$ cat config.mk
export PLATFORM = sky130hd
export DESIGN_NAME = pss_sequencer
export DESIGN_NICKNAME = d
export VERILOG_FILES = /design/src/rtl/pss_pkg.sv /design/src/rtl/pss_debounce.sv /design/src/rtl/pss_sequencer.sv
export VERILOG_INCLUDE_DIRS = /design/src /design/src/rtl
export SDC_FILE = /design/constraint.sdc
export NUM_CORES = 1
export LEC_CHECK = 0
export BUFFER_PORTS_ARGS = -buffer_cell sky130_fd_sc_hd__buf_4
export CAP_MARGIN = 25
export CORE_ASPECT_RATIO = 0.6
export CORE_UTILIZATION = 45
export CTS_CLUSTER_DIAMETER = 60
export DETAILED_ROUTE_END_ITERATION = 7
export PLACE_DENSITY_LB_ADDON = 0.25
export SYNTH_ARGS = -nofsm -noshare
export SYNTH_HDL_FRONTEND = slang
export SYNTH_SLANG_ARGS = --single-unit
$ cat constraint.sdc
create_clock -name i_clk -period 5.5 [get_ports i_clk]
set_clock_uncertainty 0.2 [all_clocks]
set_input_delay 1.1 -clock i_clk [delete_from_list [all_inputs] [get_ports i_clk]]
set_output_delay 1.1 -clock i_clk [all_outputs]
set_load 0.01 [all_outputs]
$ cat src/rtl/pss_params.svh
// Timing counts and clock rate for the power sequencer
`ifndef PSS_PARAMS_SVH
`define PSS_PARAMS_SVH
`define PSS_CLK_MHZ          100
`define PSS_RESTART_MS       100
`define PSS_RESTART_CYC      (`PSS_RESTART_MS * 1000 * `PSS_CLK_MHZ)
`define PSS_ON_TIME_MS       150
`define PSS_ON_TIME_CYC      (`PSS_ON_TIME_MS * 1000 * `PSS_CLK_MHZ)
`define PSS_GOOD_DLY_MS      1
`define PSS_GOOD_DLY_CYC     (`PSS_GOOD_DLY_MS * 1000 * `PSS_CLK_MHZ + 1)
`define PSS_SKEW_MS          20
`define PSS_SKEW_CYC         (`PSS_SKEW_MS * 1000 * `PSS_CLK_MHZ)
`define PSS_HOLDUP_MS        16
`define PSS_HOLDUP_CYC       (`PSS_HOLDUP_MS * 1000 * `PSS_CLK_MHZ + 1)
`define PSS_DEBOUNCE_CYC     100000
`endif

$ cat src/rtl/pss_pkg.sv
// Types shared by the power sequencer
package pss_pkg;
  typedef enum logic [4:0] {
    PSS_OFF   = 5'h01,
    PSS_RAMP  = 5'h02,
    PSS_SETTL = 5'h04,
    PSS_GOOD  = 5'h08,
    PSS_FAULT = 5'h10
  } pss_state_t;

  typedef struct packed {
    logic main_rail_one_ok;
    logic main_rail_two_ok;
    logic ac_present;
    logic energy_ok;
  } pss_sense_t;

  typedef struct packed {
    logic main_rail_en;
    logic standby_rail_en;
    logic supply_good;
    logic fault;
  } pss_ctrl_t;
endpackage

$ cat src/rtl/pss_debounce.sv
// Two-flop synchroniser and stability filter for one pin
`timescale 1ns/1ps
module pss_debounce #(
  parameter int unsigned STABLE_CYC = 100000,
  parameter logic        RESET_VAL  = 1'b1
) (
  // Clock and reset
  input  wire logic i_clk,
  input  wire logic i_reset_n,
  // Pin and filtered level
  input  wire logic i_pin,
  output logic      o_level
);
  localparam int W = $clog2(STABLE_CYC + 1);
  logic         sync1_r;
  logic         sync2_r;
  logic [W-1:0] cnt_r;

  always_ff @(posedge i_clk or negedge i_reset_n) begin
    if (!i_reset_n) begin
      sync1_r <= RESET_VAL;
      sync2_r <= RESET_VAL;
    end else begin
      sync1_r <= i_pin;
      sync2_r <= sync1_r;
    end
  end

  always_ff @(posedge i_clk or negedge i_reset_n) begin
    if (!i_reset_n) begin
      cnt_r   <= '0;
      o_level <= RESET_VAL;
    end else if (sync2_r == o_level) begin
      cnt_r <= '0;
    end else if (cnt_r >= W'(STABLE_CYC - 1)) begin
      cnt_r   <= '0;
      o_level <= sync2_r;
    end else begin
      cnt_r <= cnt_r + W'(1);
    end
  end
endmodule

$ cat src/rtl/pss_sequencer.sv
// Main/standby rail sequencer with power-good generation
// Operation
// Request low enables the main rail.
// Request high or open disables the main rail.
// Standby rail stays enabled whenever AC is present.
// Accept new request after 100 ms off, even during decay.
// Short request pulses during decay never latch shutdown.
// Off longer than 100 ms: restart all rails regardless of decay.
// Request input defaults high and is debounced.
// Good high only with rails in regulation and energy stored; in GOOD, low energy_ok drops good only after hold-up AC loss.
// Good low on rail under-voltage or prolonged input loss.
// Rail in regulation within 150 ms; good 1-150 ms later.
// Good holds over 16 ms after AC loss, drops before rails.
// All main rails in regulation within 20 ms of first.
// Outputs hold regulation 17 ms after input loss.
// Regulation window is -7 percent to +5 percent of nominal.
// Good low whenever request inactive or main rail disabled.
// Debounce accepts a level after a stable cycle count.
`timescale 1ns/1ps
`include "pss_params.svh"
module pss_sequencer #(
  parameter int unsigned DEBOUNCE_CYC = `PSS_DEBOUNCE_CYC,
  parameter int unsigned RESTART_CYC  = `PSS_RESTART_CYC,
  parameter int unsigned ON_TIME_CYC  = `PSS_ON_TIME_CYC,
  parameter int unsigned GOOD_DLY_CYC = `PSS_GOOD_DLY_CYC,
  parameter int unsigned SKEW_CYC     = `PSS_SKEW_CYC,
  parameter int unsigned HOLDUP_CYC   = `PSS_HOLDUP_CYC
) (
  // Clock and reset (reset is AC application)
  input  wire logic            i_clk,
  input  wire logic            i_reset_n,
  // Motherboard request pin, pulled up
  input  wire logic            i_main_on_request_n,
  // Analog comparator flags, asynchronous
  input  wire logic            i_main_rail_one_ok,
  input  wire logic            i_main_rail_two_ok,
  input  wire logic            i_ac_present,
  input  wire logic            i_energy_ok,
  // Rail enables and status
  output logic                 o_main_rail_en,
  output logic                 o_standby_rail_en,
  output logic                 o_supply_good,
  output logic                 o_fault,
  output pss_pkg::pss_state_t  o_state
);
  localparam int CW = 32;

  pss_pkg::pss_sense_t sense_s1_r;
  pss_pkg::pss_sense_t sense_r;
  pss_pkg::pss_state_t state_r;
  pss_pkg::pss_state_t state_nxt;
  logic                req_n_lvl;
  logic                req_on;
  logic [CW-1:0]       off_cnt_r;
  logic [CW-1:0]       t_cnt_r;
  logic [CW-1:0]       skew_cnt_r;
  logic [CW-1:0]       ac_cnt_r;
  logic                skew_run_r;
  logic                skew_fail_r;
  logic                rails_ok;
  logic                any_rail_ok;
  logic                ac_loss_long;
  logic                good_nxt;

  // Request pin: pull-up modelled as reset-high, then filtered
  pss_debounce #(
    .STABLE_CYC (DEBOUNCE_CYC),
    .RESET_VAL  (1'b1)
  ) u_req_db (
    .i_clk      (i_clk),
    .i_reset_n  (i_reset_n),
    .i_pin      (i_main_on_request_n),
    .o_level    (req_n_lvl)
  );

  assign req_on = ~req_n_lvl;

  // Synchronise comparator flags (window thresholds set in analog front end)
  always_ff @(posedge i_clk or negedge i_reset_n) begin
    if (!i_reset_n) begin
      sense_s1_r <= '0;
      sense_r    <= '0;
    end else begin
      sense_s1_r <= '{i_main_rail_one_ok, i_main_rail_two_ok, i_ac_present, i_energy_ok};
      sense_r    <= sense_s1_r;
    end
  end

  assign rails_ok    = sense_r.main_rail_one_ok & sense_r.main_rail_two_ok;
  assign any_rail_ok = sense_r.main_rail_one_ok | sense_r.main_rail_two_ok;

  // Time since request went inactive, saturating
  always_ff @(posedge i_clk or negedge i_reset_n) begin
    if (!i_reset_n) begin
      off_cnt_r <= CW'(RESTART_CYC);
    end else if (req_on) begin
      off_cnt_r <= '0;
    end else if (off_cnt_r < CW'(RESTART_CYC)) begin
      off_cnt_r <= off_cnt_r + CW'(1);
    end
  end

  // AC loss timer: good must survive the first part of a dropout
  always_ff @(posedge i_clk or negedge i_reset_n) begin
    if (!i_reset_n) begin
      ac_cnt_r <= '0;
    end else if (sense_r.ac_present) begin
      ac_cnt_r <= '0;
    end else if (ac_cnt_r < CW'(HOLDUP_CYC)) begin
      ac_cnt_r <= ac_cnt_r + CW'(1);
    end
  end

  // Loss beyond hold-up with stored energy too low ends guarantee
  assign ac_loss_long = (ac_cnt_r >= CW'(HOLDUP_CYC)) & ~sense_r.energy_ok;

  // Rail arrival skew watch: starts when the first rail arrives
  always_ff @(posedge i_clk or negedge i_reset_n) begin
    if (!i_reset_n) begin
      skew_cnt_r  <= '0;
      skew_run_r  <= 1'b0;
      skew_fail_r <= 1'b0;
    end else if (state_r != pss_pkg::PSS_RAMP) begin
      skew_cnt_r  <= '0;
      skew_run_r  <= 1'b0;
      skew_fail_r <= 1'b0;
    end else if (any_rail_ok && !rails_ok) begin
      skew_run_r <= 1'b1;
      if (skew_cnt_r >= CW'(SKEW_CYC)) begin
        skew_fail_r <= 1'b1;
      end else begin
        skew_cnt_r <= skew_cnt_r + CW'(1);
      end
    end
  end

  // Sequencer next state
  always_comb begin
    state_nxt = state_r;
    case (state_r)
      pss_pkg::PSS_OFF: begin
        if (req_on) begin
          state_nxt = pss_pkg::PSS_RAMP;
        end
      end
      pss_pkg::PSS_RAMP: begin
        if (!req_on) begin
          state_nxt = pss_pkg::PSS_OFF;
        end else if (skew_fail_r || t_cnt_r >= CW'(ON_TIME_CYC)) begin
          state_nxt = pss_pkg::PSS_FAULT;
        end else if (rails_ok) begin
          state_nxt = pss_pkg::PSS_SETTL;
        end
      end
      pss_pkg::PSS_SETTL: begin
        if (!req_on) begin
          state_nxt = pss_pkg::PSS_OFF;
        end else if (!rails_ok) begin
          state_nxt = pss_pkg::PSS_RAMP;
        end else if (t_cnt_r >= CW'(GOOD_DLY_CYC - 1) && sense_r.energy_ok) begin
          state_nxt = pss_pkg::PSS_GOOD;
        end
      end
      pss_pkg::PSS_GOOD: begin
        if (!req_on) begin
          state_nxt = pss_pkg::PSS_OFF;
        end else if (!rails_ok) begin
          state_nxt = pss_pkg::PSS_FAULT;
        end
      end
      pss_pkg::PSS_FAULT: begin
        // Cleared by an off period of the full restart time
        if (!req_on && off_cnt_r >= CW'(RESTART_CYC)) begin
          state_nxt = pss_pkg::PSS_OFF;
        end
      end
      default: begin
        state_nxt = pss_pkg::PSS_OFF;
      end
    endcase
  end

  always_ff @(posedge i_clk or negedge i_reset_n) begin
    if (!i_reset_n) begin
      state_r <= pss_pkg::PSS_OFF;
    end else begin
      // OFF re-enters RAMP at any decay point; short pulses never fault
      state_r <= state_nxt;
    end
  end

  // Phase timer: restarts on every state change
  always_ff @(posedge i_clk or negedge i_reset_n) begin
    if (!i_reset_n) begin
      t_cnt_r <= '0;
    end else if (state_nxt != state_r) begin
      t_cnt_r <= '0;
    end else if (t_cnt_r < CW'(ON_TIME_CYC)) begin
      t_cnt_r <= t_cnt_r + CW'(1);
    end
  end

  // Good only in GOOD, with request, rails in regulation and no long AC loss
  assign good_nxt = (state_nxt == pss_pkg::PSS_GOOD) & req_on & rails_ok
                    & ~ac_loss_long;

  always_ff @(posedge i_clk or negedge i_reset_n) begin
    if (!i_reset_n) begin
      o_main_rail_en    <= 1'b0;
      o_standby_rail_en <= 1'b0;
      o_supply_good     <= 1'b0;
      o_fault           <= 1'b0;
      o_state           <= pss_pkg::PSS_OFF;
    end else begin
      o_main_rail_en    <= (state_nxt == pss_pkg::PSS_RAMP) ||
                           (state_nxt == pss_pkg::PSS_SETTL) ||
                           (state_nxt == pss_pkg::PSS_GOOD);
      o_standby_rail_en <= 1'b1;
      o_supply_good     <= good_nxt;
      o_fault           <= (state_nxt == pss_pkg::PSS_FAULT);
      o_state           <= state_nxt;
    end
  end

  // Hold-up of the rails themselves is an analog property;
  // good falls on ac_loss_long while rails are still in regulation.
endmodule

==> run_results.csv, run 1 <==
group,metric,value,unit
status,status,"complete, no violations",
timing,fin_crit_sh,63.39,%
routing,highest_layer,"met4",
power,power_density,312.9,nW/um^2
critical_path,crit_family,"simple AND/OR/NAND/NOR gates",
critical_path,cp-start-kind,"register",
yosys,synth_edf_count,0,
yosys,netlist_area,8198,um^2
floorplanning,io_pins,16,
layout,syn_to_final_growth,10.79,%
cts,cts.sinks,166,
global_routing,antenna_found_initial,0,
cts,clkTransAtPathRegs,0.06,ns
cts,ctsResizeCount,0,
yosys,ys_warn_count,0,
critical_path,cp.arrival,3.63,ns
yosys,synth_nets,851,
routing,firstDrtPassIters,5,
yosys,avgSynthCellArea,9.841,um^2
place,place_hpwl,10.41,mm
layout,final_cell_mix,"dfrtp_1 (154), nor2_1 (119), nand3_1 (53)",
global_routing,grt_pass1_wl,27.07,mm
routing,drt_iter0_drc,463,
floorplanning,dieArea,18780,um^2
power,p_int,2002,uW
power,ir_drop,281.3,uV
run,maxCapViolCount,0,
floorplanning,die_w,176.3,um
cts,ctsHtreeMaxLevel,4,
routing,wire_per_inst,14.48,um
routing,drc,0,
routing,met3WireLength,476,um
power,p_leak,0.003764,uW
routing,vias,5723,
yosys,seq_area_frac_synth,50.85,%
yosys,netlist_instances,833,
cts,cts_buffers,17,
critical_path,worstPathBufferInverterCount,2,
power,power.net_switching,839.9,uW
layout,nFillCells,1568,
timing,slew_viol_final,0,
layout,final_nets,862,
cts,worstSkewPairLatency,0.43,ns
timing,finalHoldViolations,0,
cts,root_buffer,"clkbuf_16",
worst_hold_path,hold_path_class,"reg2reg",
timing,min_period,3.487,ns
layout,final_layout_size_suffix_gt1_share,12.25,%
critical_path,worstSetupPathType,"reg2reg",
layout,final_common_cell,"dfrtp_1",
global_routing,grt_max_degree,93,
routing,ant_nets,0,
timing,hold_slack,0.1488,ns
critical_path,cp_slowest_cell,"dfstp_2",
cts,cts_hold_buf,0,
timing,fin_tns_setup,0,ns
critical_path,end_kind,"register",
global_routing,grt_usage,18.14,%
floorplanning,die_y,106.6,um
critical_path,cp.required,5.65,ns
cts,post_cts_buffers,0,
global_routing,first_global_vias,5410,
layout,antenna_cells,0,
yosys,ys_ff_latch,166,
timing,fmax,286.8,MHz
global_routing,grt-ovfl-total,0,
routing,met1_length,8.840,mm
yosys,synth_async_sr_flop_share,100.0,%
cts,cts_tree,"yes",
routing,wl_met2,6.355,mm
timing,tightest_slew,0.9939,ns
yosys,synth.distinct_cells,56,
power,pwr-share-clk,40.3,%
floorplanning,start_util,46.97,%
power,combPwrFrac,14.0,%
place,gp_congestion,0.8304,
floorplanning,coreArea,17450,um^2
timing,setup_viol,0,
place,io_buffers,15,
critical_path,cpPeakStageDelay,0.83,ns
floorplanning,fp-row-count,37,
routing,routed_wl,15.80,mm
timing,slew_headroom,33.43,%
power,pwr-share-seq,45.7,%
routing,vias_per_cell,5.246,
timing,grt_setup_unrepaired,"false",
cts,max-clock-path-buffers,2,
yosys,ys.flop_type,"dfrtp_1",
power,p_sw_share,29.55,%
critical_path,cp_max_fo,32,
power,power.total,2842,uW
critical_path,critical_path.cell_chain,"inv_1 -> nand3_1 -> nor3_1 -> or3_1 -> or4_2 -> buf_4 -> a21oi_1",
-- stage by stage --
stage,utilization [%],std cells,worst slack (ns),area (um^2)
final,52.04,1091,2.013,9082
after global routing,52.04,1091,1.773,9082
after CTS,52.04,1091,2.032,9082
after detailed placement,48.78,1059,2.040,8513
after global placement,48.78,1059,2.121,8513
after floorplan,-,833,2.543,8198
-- state kept, by name, indices dropped and copies added (netlist names) --
signal,count
ac_cnt_r,32
off_cnt_r,32
skew_cnt_r,32
t_cnt_r,32
u_req_db.cnt_r,17
o_state,5
sense_r,4
sense_s1_r,4
o_fault,1
o_main_rail_en,1
o_standby_rail_en,1
o_supply_good,1
skew_fail_r,1
u_req_db.o_level,1
u_req_db.sync1_r,1
u_req_db.sync2_r,1
-- cells in the mapped netlist, types with 3 or more instances --
| library cell | instances | area (um^2) |
|---|---|---|
| dfrtp_1 | 154 | 3854 |
| nor2_1 | 119 | 446.7 |
| nand3_1 | 53 | 265.3 |
| xor2_1 | 51 | 446.7 |
| nand2_1 | 49 | 183.9 |
| inv_1 | 38 | 142.6 |
| xnor2_1 | 34 | 297.8 |
| and2_1 | 25 | 156.4 |
| nand4_1 | 25 | 156.4 |
| a21oi_1 | 24 | 120.1 |
| clkbuf_1 | 24 | 90.09 |
| o21ai_0 | 24 | 120.1 |
| and3_1 | 23 | 143.9 |
| nor2_4 | 22 | 247.7 |
| nor3_1 | 22 | 110.1 |
| nor4_1 | 15 | 93.84 |
| or3_1 | 13 | 81.33 |
| dfstp_2 | 12 | 315.3 |
| nor2b_1 | 12 | 75.07 |
| ha_1 | 11 | 137.6 |
| and4_1 | 9 | 78.83 |
| nor2_2 | 8 | 50.05 |
| nand2b_1 | 6 | 37.54 |
| o2111ai_1 | 6 | 52.55 |
| o211ai_1 | 5 | 37.54 |
| a31oi_1 | 4 | 25.02 |
| mux2i_1 | 4 | 40.04 |
| or4_1 | 4 | 30.03 |
| a31o_2 | 3 | 26.28 |
| a41oi_1 | 3 | 26.28 |
-- power by group through the flow --
stage	logic (uW)	clock network (uW)	registers, uW
floorplan	371	0	1300
global placement	400	0	1320
detailed placement	405	0	1320
CTS	406	1180	1300
global route	442	1230	1310
finish	398	1140	1300
-- path summary, 6_finish.rpt --
check,startpoint,endpoint,slack [ns],cells past startpoint
max,u_req_db.o_level,t_cnt_r[1],2.01,7
min,sense_s1_r[1],sense_r[1],0.15,0
max reg2reg,u_req_db.o_level,t_cnt_r[1],2.01,7
min reg2reg,sense_s1_r[1],sense_r[1],0.15,0
max in group asynchronous,i_reset_n,u_req_db.sync2_r,3.65,2
min in group asynchronous,i_reset_n,t_cnt_r[7],0.50,1
-- cells by family (layout without fill, tap and decap cells) --
kind of cell | count (synthesis) | after routing | share of synthesized area [%]
AO/OA/AOI/OAI | 86 | 86 | 6.899
XOR/XNOR | 85 | 85 | 9.081
adder cells (fa/ha/maj) | 11 | 11 | 1.679
buffers and inverters | 67 | 91 | 3.602
flip-flops | 166 | 166 | 50.85
multiplexers | 4 | 4 | 0.4884
other | 1 | 1 | 0.04574
AND/OR/NAND/NOR | 413 | 413 | 27.35
-- metal layers --
| metal | vias to the layer above | GRT usage, % |
|---|---|---|
| li1 | 2875 | - |
| met1 | 2750 | 28.51 |
| met2 | 87 | 24.21 |
| met3 | 11 | 4.256 |
| met4 | 0 | 5.031 |
| met5 | - | 0 |
-- worst register-to-register path: stages, from the launching register on --
cell and delay, ns:
dfstp_2 0.83, inv_1 0.48, nand3_1 0.32, nor3_1 0.09
or3_1 0.37, or4_2 0.53, buf_4 0.38, a21oi_1 0.21
-- area by class of cell --
cell class | count | area [um^2] | area share (%)
clock buffers | 20 | 446.7 | 4.918
clock inverters | 12 | 122.6 | 1.350
inverters | 38 | 142.6 | 1.570
multi-input cells | 600 | 3735 | 41.12
flip-flops and latches | 166 | 4169 | 45.90
well taps | 234 | 292.8 | 3.224
repair buffers | 21 | 173.9 | 1.915
Power figures use the tool's default switching activity.
==> run 2: changes to the inputs <==
==> constraint.sdc (replaced) <==
create_clock -name i_clk -period 3 [get_ports i_clk]
set_clock_uncertainty 0.2 [all_clocks]
set_input_delay 0.6 -clock i_clk [delete_from_list [all_inputs] [get_ports i_clk]]
set_output_delay 0.6 -clock i_clk [all_outputs]
set_load 0.01 [all_outputs]
==> run 2 against run 1 <==
Wire length rose by 0.32%. Flip-flop and latch count did not move. Critical path depth rose by 1. Total power rose by 90%. Maximum frequency rose by 17%. Clock power rose by 75%. Largest cell class unchanged.
==> run_results.csv, run 2 (synthesis gave the netlist of run 1 again) <==
group,metric,value,unit
layout,final_core_util,54.07,%
floorplanning,start_util,46.97,%
timing,fmax,336.1,MHz
cts,worstSkewPairLatency,0.43,ns
global_routing,grt_max_degree,64,
timing,fin_ws,0.02487,ns
global_routing,antenna_found_initial,0,
layout,final_cell_count_no_fill,1128,
floorplanning,coreArea,17450,um^2
layout,antenna_cells,0,
place,gp_congestion,0.8145,
layout,syn_to_final_growth,15.11,%
routing,vias,5911,
place,place_hpwl,10.65,mm
layout,nFillCells,1507,
cts,cts_buffers,17,
critical_path,cp.required,3.16,ns
floorplanning,fp-row-count,37,
layout,final_layout_size_suffix_gt1_share,16.00,%
critical_path,cp-start-kind,"register",
floorplanning,dieArea,18780,um^2
cts,cts_tree,"yes",
routing,routed_wl,15.85,mm
routing,vias_per_cell,5.240,
global_routing,grt-ovfl-total,0,
place,pre_cts_slack,-0.1222,ns
floorplanning,die_y,106.6,um
critical_path,rr_worst_depth,8,
cts,root_buffer,"clkbuf_16",
critical_path,cp_max_fo,10,
timing,finalHoldViolations,0,
critical_path,end_kind,"register",
cts,ctsHtreeMaxLevel,4,
routing,ant_nets,0,
critical_path,regToRegSetupSlack,0.02,ns
run,maxCapViolCount,0,
floorplanning,io_pins,16,
timing,grt_setup_unrepaired,"true",
critical_path,reg2reg_from,"t_cnt_r[16]",
worst_hold_path,whs_path_depth,1,
place,io_buffers,15,
global_routing,first_global_vias,5483,
routing,wire_per_inst,14.05,um
critical_path,cp-startpoint,"t_cnt_r[16]",
timing,fin_crit_sh,99.17,%
global_routing,grt_usage,18.37,%
place,placed_cells,1090,
routing,drt_iter0_drc,475,
power,power_density,572.8,nW/um^2
floorplanning,die_w,176.3,um
cts,clkTransAtPathRegs,0.06,ns
timing,slew_headroom,56.72,%
critical_path,worstSetupPathType,"reg2reg",
global_routing,grt_pass1_wl,27.42,mm
layout,final_cell_mix,"dfrtp_1 (154), nor2_1 (118), nand3_1 (53)",
cts,cts.sinks,166,
timing,min_period,2.975,ns
routing,drc,0,
cts,max-clock-path-buffers,2,
power,ir_drop,418.9,uV
layout,final_common_cell,"dfrtp_1",
layout,final_nets,899,
timing,slew_viol_final,0,
status,status,"complete, no violations",
timing,tightest_slew,0.6423,ns
routing,firstDrtPassIters,5,
timing,setup_viol,0,
critical_path,cp.arrival,3.14,ns
worst_hold_path,hold_path_class,"in2reg",
worst_hold_path,hp-start,"i_main_on_request_n",
power,p_leak,0.003976,uW
run 2: report_power, final:
part | switching (uW) | internal (uW)
Sequential | 61.5 | 2300
Clock | 924 | 1070
Combinational | 645 | 408
run 2: worst paths after layout:
path	end
max	t_cnt_r[7]
min	u_req_db.sync1_r
max reg2reg	t_cnt_r[7]
min reg2reg	sense_r[3]
max in group asynchronous	off_cnt_r[15]
min in group asynchronous	t_cnt_r[8]
run 2: per-layer routing:
| layer | GRT usage (%) | up-vias | routed length (um) |
|---|---|---|---|
| met1 | 28.82 | 2824 | 8628 |
| li1 | - | 2959 | - |
| met3 | 4.149 | 20 | 663 |
| met2 | 24.55 | 108 | 6343 |
| met5 | 0 | - | 0 |
| met4 | 5.590 | 0 | 211 |
run 2: per-stage QoR:
| step | TNS, ns | cell area (um^2) | power (uW) | hold WS (ns) |
|---|---|---|---|---|
| floorplan | 0 | 8198 | 3068 | 0.1044 |
| global placement | -2.463 | 8783 | 3284 | 0.1340 |
| detailed placement | -3.185 | 8783 | 3286 | 0.1347 |
| CTS | 0 | 9330 | 5296 | 0.06524 |
| global route | -1.890 | 9437 | 5636 | 0.06030 |
| finish | 0 | 9437 | 5405 | 0.07983 |
run 2: timing repair:
item / in CTS / in global routing
pin swaps: 0 / 7
buffers inserted: 0 / 3
cloned: 0 / 2
gates resized for setup: 1 / 6
hold buffers: 1 / 0
hold endpoints to repair: 24 / 0
setup endpoints to repair: 31 / 31
run 2: layout make-up:
cell class	instances	area, um^2	share of cell area [%]
Tap cell	234	292.8	3.103
Clock inverter	13	101.3	1.074
Clock buffer	19	432.9	4.588
Sequential cell	166	4169	44.18
Multi-Input combinational cell	600	3771	39.96
Inverter	38	142.6	1.512
Timing Repair Buffer	58	526.8	5.582
run 2: critical path, stage by stage (launching register included):
cell and delay [ns]:
dfrtp_1 0.38, or4_4 0.55, a2111oi_4 0.36, or3_4 0.23, nor3_2 0.05, or3_1 0.31
or4_4 0.52, clkbuf_16 0.23, nor2_4 0.09
==> run 3: changes to the inputs <==
--- a/config.mk
+++ b/config.mk
@@ -6,13 +6,15 @@
 export SDC_FILE = /design/constraint.sdc
 export NUM_CORES = 1
 export LEC_CHECK = 0
-export BUFFER_PORTS_ARGS = -buffer_cell sky130_fd_sc_hd__buf_4
 export CAP_MARGIN = 25
 export CORE_ASPECT_RATIO = 0.6
+export CORE_MARGIN = 2
 export CORE_UTILIZATION = 45
 export CTS_CLUSTER_DIAMETER = 60
 export DETAILED_ROUTE_END_ITERATION = 7
+export DONT_BUFFER_PORTS = 1
 export PLACE_DENSITY_LB_ADDON = 0.25
 export SYNTH_ARGS = -nofsm -noshare
 export SYNTH_HDL_FRONTEND = slang
+export SYNTH_HIERARCHICAL = 1
 export SYNTH_SLANG_ARGS = --single-unit
==> run 3 against run 2 <==
The run now ends with hold timing left. Via count increased by 5.7%. Sequential share of layout area about the same. Critical path depth unchanged. Core utilization fell by 1.9 points. Register-to-register slack better by 0.18 ns. Combinational power down 43%. Highest routed layer unchanged. Final area about the same. Largest power group is now clock. Final cell count shrank 1.2%. Synthesized cell count increased by 2.0%.
==> run_results.csv, run 3 <==
group,metric,value,unit
status,status,"finished, violations left",
status,violations,"hold timing",
routing,wire_per_inst,15.50,um
cts,ctsHtreeMaxLevel,4,
run,maxCapViolCount,0,
critical_path,worstSetupPathType,"reg2reg",
yosys,seq_area_frac_synth,49.88,%
floorplanning,fp-row-count,38,
routing,vias,6245,
timing,hold_slack,-0.3364,ns
power,power.total,5448,uW
timing,slew_headroom,45.05,%
cts,cts.sinks,166,
floorplanning,coreArea,18110,um^2
timing,fin_ws,0.2062,ns
global_routing,grt-ovfl-total,0,
critical_path,cp_max_fo,20,
floorplanning,die_y,109.6,um
worst_hold_path,hold_path_class,"in2async",
routing,vias_per_cell,5.601,
timing,setup_viol,0,
floorplanning,die_w,179.9,um
layout,syn_to_final_growth,12.99,%
critical_path,cpPeakStageDelay,0.56,ns
cts,max-clock-path-buffers,2,
power,ir_drop,372.0,uV
yosys,ys_ff_latch,166,
routing,routed_wl,17.28,mm
timing,finalHoldViolations,166,
layout,final_layout_size_suffix_gt1_share,13.83,%
yosys,synth.largest_area_cell,"dfrtp_1",
yosys,yosysMostFrequentCell,"dfrtp_1",
layout,nFillCells,1615,
critical_path,cp.arrival,2.93,ns
timing,fmax,357.9,MHz
global_routing,grt_usage,18.82,%
critical_path,end_kind,"register",
global_routing,grt_pass1_wl,29.68,mm
yosys,synth_top_area_share,46.11,%
timing,slew_viol_final,0,
place,place_hpwl,11.25,mm
critical_path,cp.required,3.14,ns
place,gp_congestion,0.7983,
yosys,synth_edf_count,0,
layout,final_nets,880,
power,power_density,576.9,nW/um^2
layout,final_common_cell,"dfrtp_1",
yosys,avgSynthCellArea,9.833,um^2
critical_path,cp_slowest_cell,"or4b_1",
place,io_buffers,0,
power,p_leak,0.003789,uW
yosys,synth_commonest_cells,"dfrtp_1 (154), nor2_1 (67), nand2_1 (50)",
critical_path,reg2reg_to,"t_cnt_r[24]",
cts,cts_tree,"yes",
floorplanning,io_pins,16,
global_routing,antenna_found_initial,0,
yosys,ys.flop_type,"dfrtp_1",
floorplanning,start_util,46.14,%
yosys,netlist_area,8358,um^2
timing,min_period,2.794,ns
yosys,netlist_instances,850,
critical_path,rr_worst_depth,8,
floorplanning,dieArea,19720,um^2
layout,final_cell_mix,"dfrtp_1 (154), nor2_1 (67), nand2_1 (50)",
cts,worstSkewPairLatency,0.43,ns
cts,clkTransAtPathRegs,0.06,ns
routing,drc,0,
yosys,synthTopCellsByArea,"dfrtp_1 (46%), dfstp_2 (3.8%), xor2_1 (3.6%), nor2_1 (3.0%), nor3_2 (2.9%)",
global_routing,grt_max_degree,167,
layout,antenna_cells,0,
timing,fin_crit_sh,93.13,%
global_routing,first_global_vias,5752,
routing,drt_iter0_drc,594,
yosys,synth.distinct_cells,65,
timing,tightest_slew,0.8213,ns
routing,firstDrtPassIters,5,
critical_path,regToRegSetupSlack,0.21,ns
timing,grt_setup_unrepaired,"false",
critical_path,critical_path.cell_chain,"nor4_1 -> buf_4 -> nand3_2 -> a311oi_1 -> nor3b_1 -> or4b_1 -> buf_4 -> nor3b_1",
yosys,synth_async_sr_flop_share,100.0,%
routing,ant_nets,0,
yosys,synth_nets,868,
yosys,ys_warn_count,6,
critical_path,cp-start-kind,"register",
timing,fin_tns_setup,0,ns
critical_path,reg2reg_from,"t_cnt_r[26]",
cts,cts_hold_buf,5,
cts,cts_buffers,17,
cts,root_buffer,"clkbuf_16",
place,pre_cts_slack,0.2353,ns
run 3: worst max-delay path by stage:
stage                           start     endpoint  slack [ns]  depth (start not counted)
after CTS                 t_cnt_r[26]  t_cnt_r[24]        0.20                          8
after global routing      t_cnt_r[26]  t_cnt_r[24]        0.04                          8
after detailed placement  t_cnt_r[26]  t_cnt_r[24]        0.24                          8
final                     t_cnt_r[26]  t_cnt_r[24]        0.21                          8
after floorplan           t_cnt_r[30]  t_cnt_r[25]        0.32                          8
after global placement    t_cnt_r[26]  t_cnt_r[31]        0.25                          8
run 3: per-stage QoR:
stage          util, %  area (um^2)  instances
2_1_floorplan        -         8358        850
3_3_place_gp     48.07         8707       1076
3_5_place_dp     48.07         8707       1076
4_1_cts          52.05         9429       1113
5_1_grt          52.13         9444       1115
6_report         52.13         9444       1115
run 3: worst max-delay path: cells and delay by family, from the launching register on:
family / cells / cell delay [ns]
compound gates: 1 / 0.40
simple gates: 5 / 1.28
buf+inv: 2 / 0.45
flops: 1 / 0.37
run 3: power by group:
part           leakage (uW)  total, uW  internal, uW  switching (uW)
clock              0.000317       2500          1590             911
sequential          0.00225       2350          2300            57.0
combinational       0.00123        598           197             401
run 3: routing by layer:
metal	GRT usage (%)	routed length [um]
met3	3.776	686
met5	0	0
met2	25.18	6931
met1	29.95	9500
met4	5.749	165
run 3: logic make-up (layout without fill, tap and decap cells):
logic type	count (synthesis)	after routing	share of synthesized area, %
buffers and inverters	77	102	3.817
adders and majority gates	11	11	1.647
muxes	5	5	0.6138
DFF	166	166	49.88
AOI/OAI and AO/OA	135	135	10.28
xor gates and xnor gates	55	55	5.764
other	1	1	0.04487
and+or+nand+nor	400	400	27.95
run 3: final cells by class:
| class | instances | area (um^2) | area share [%] |
|---|---|---|---|
| Multi-Input combinational cell | 607 | 3871 | 40.99 |
| Inverter | 35 | 131.4 | 1.391 |
| Tap cell | 240 | 300.3 | 3.180 |
| Timing Repair Buffer | 35 | 300.3 | 3.180 |
| Clock buffer | 20 | 446.7 | 4.730 |
| Sequential cell | 166 | 4169 | 44.14 |
| Clock inverter | 12 | 225.2 | 2.385 |
run 3: what timing repair did:
| action | in CTS | in global routing |
|---|---|---|
| hold endpoints to repair | 171 | 166 |
| endpoints found under the setup margin | 0 | 1 |
| gates resized for setup | 0 | 0 |
| setup buffers | 0 | 2 |
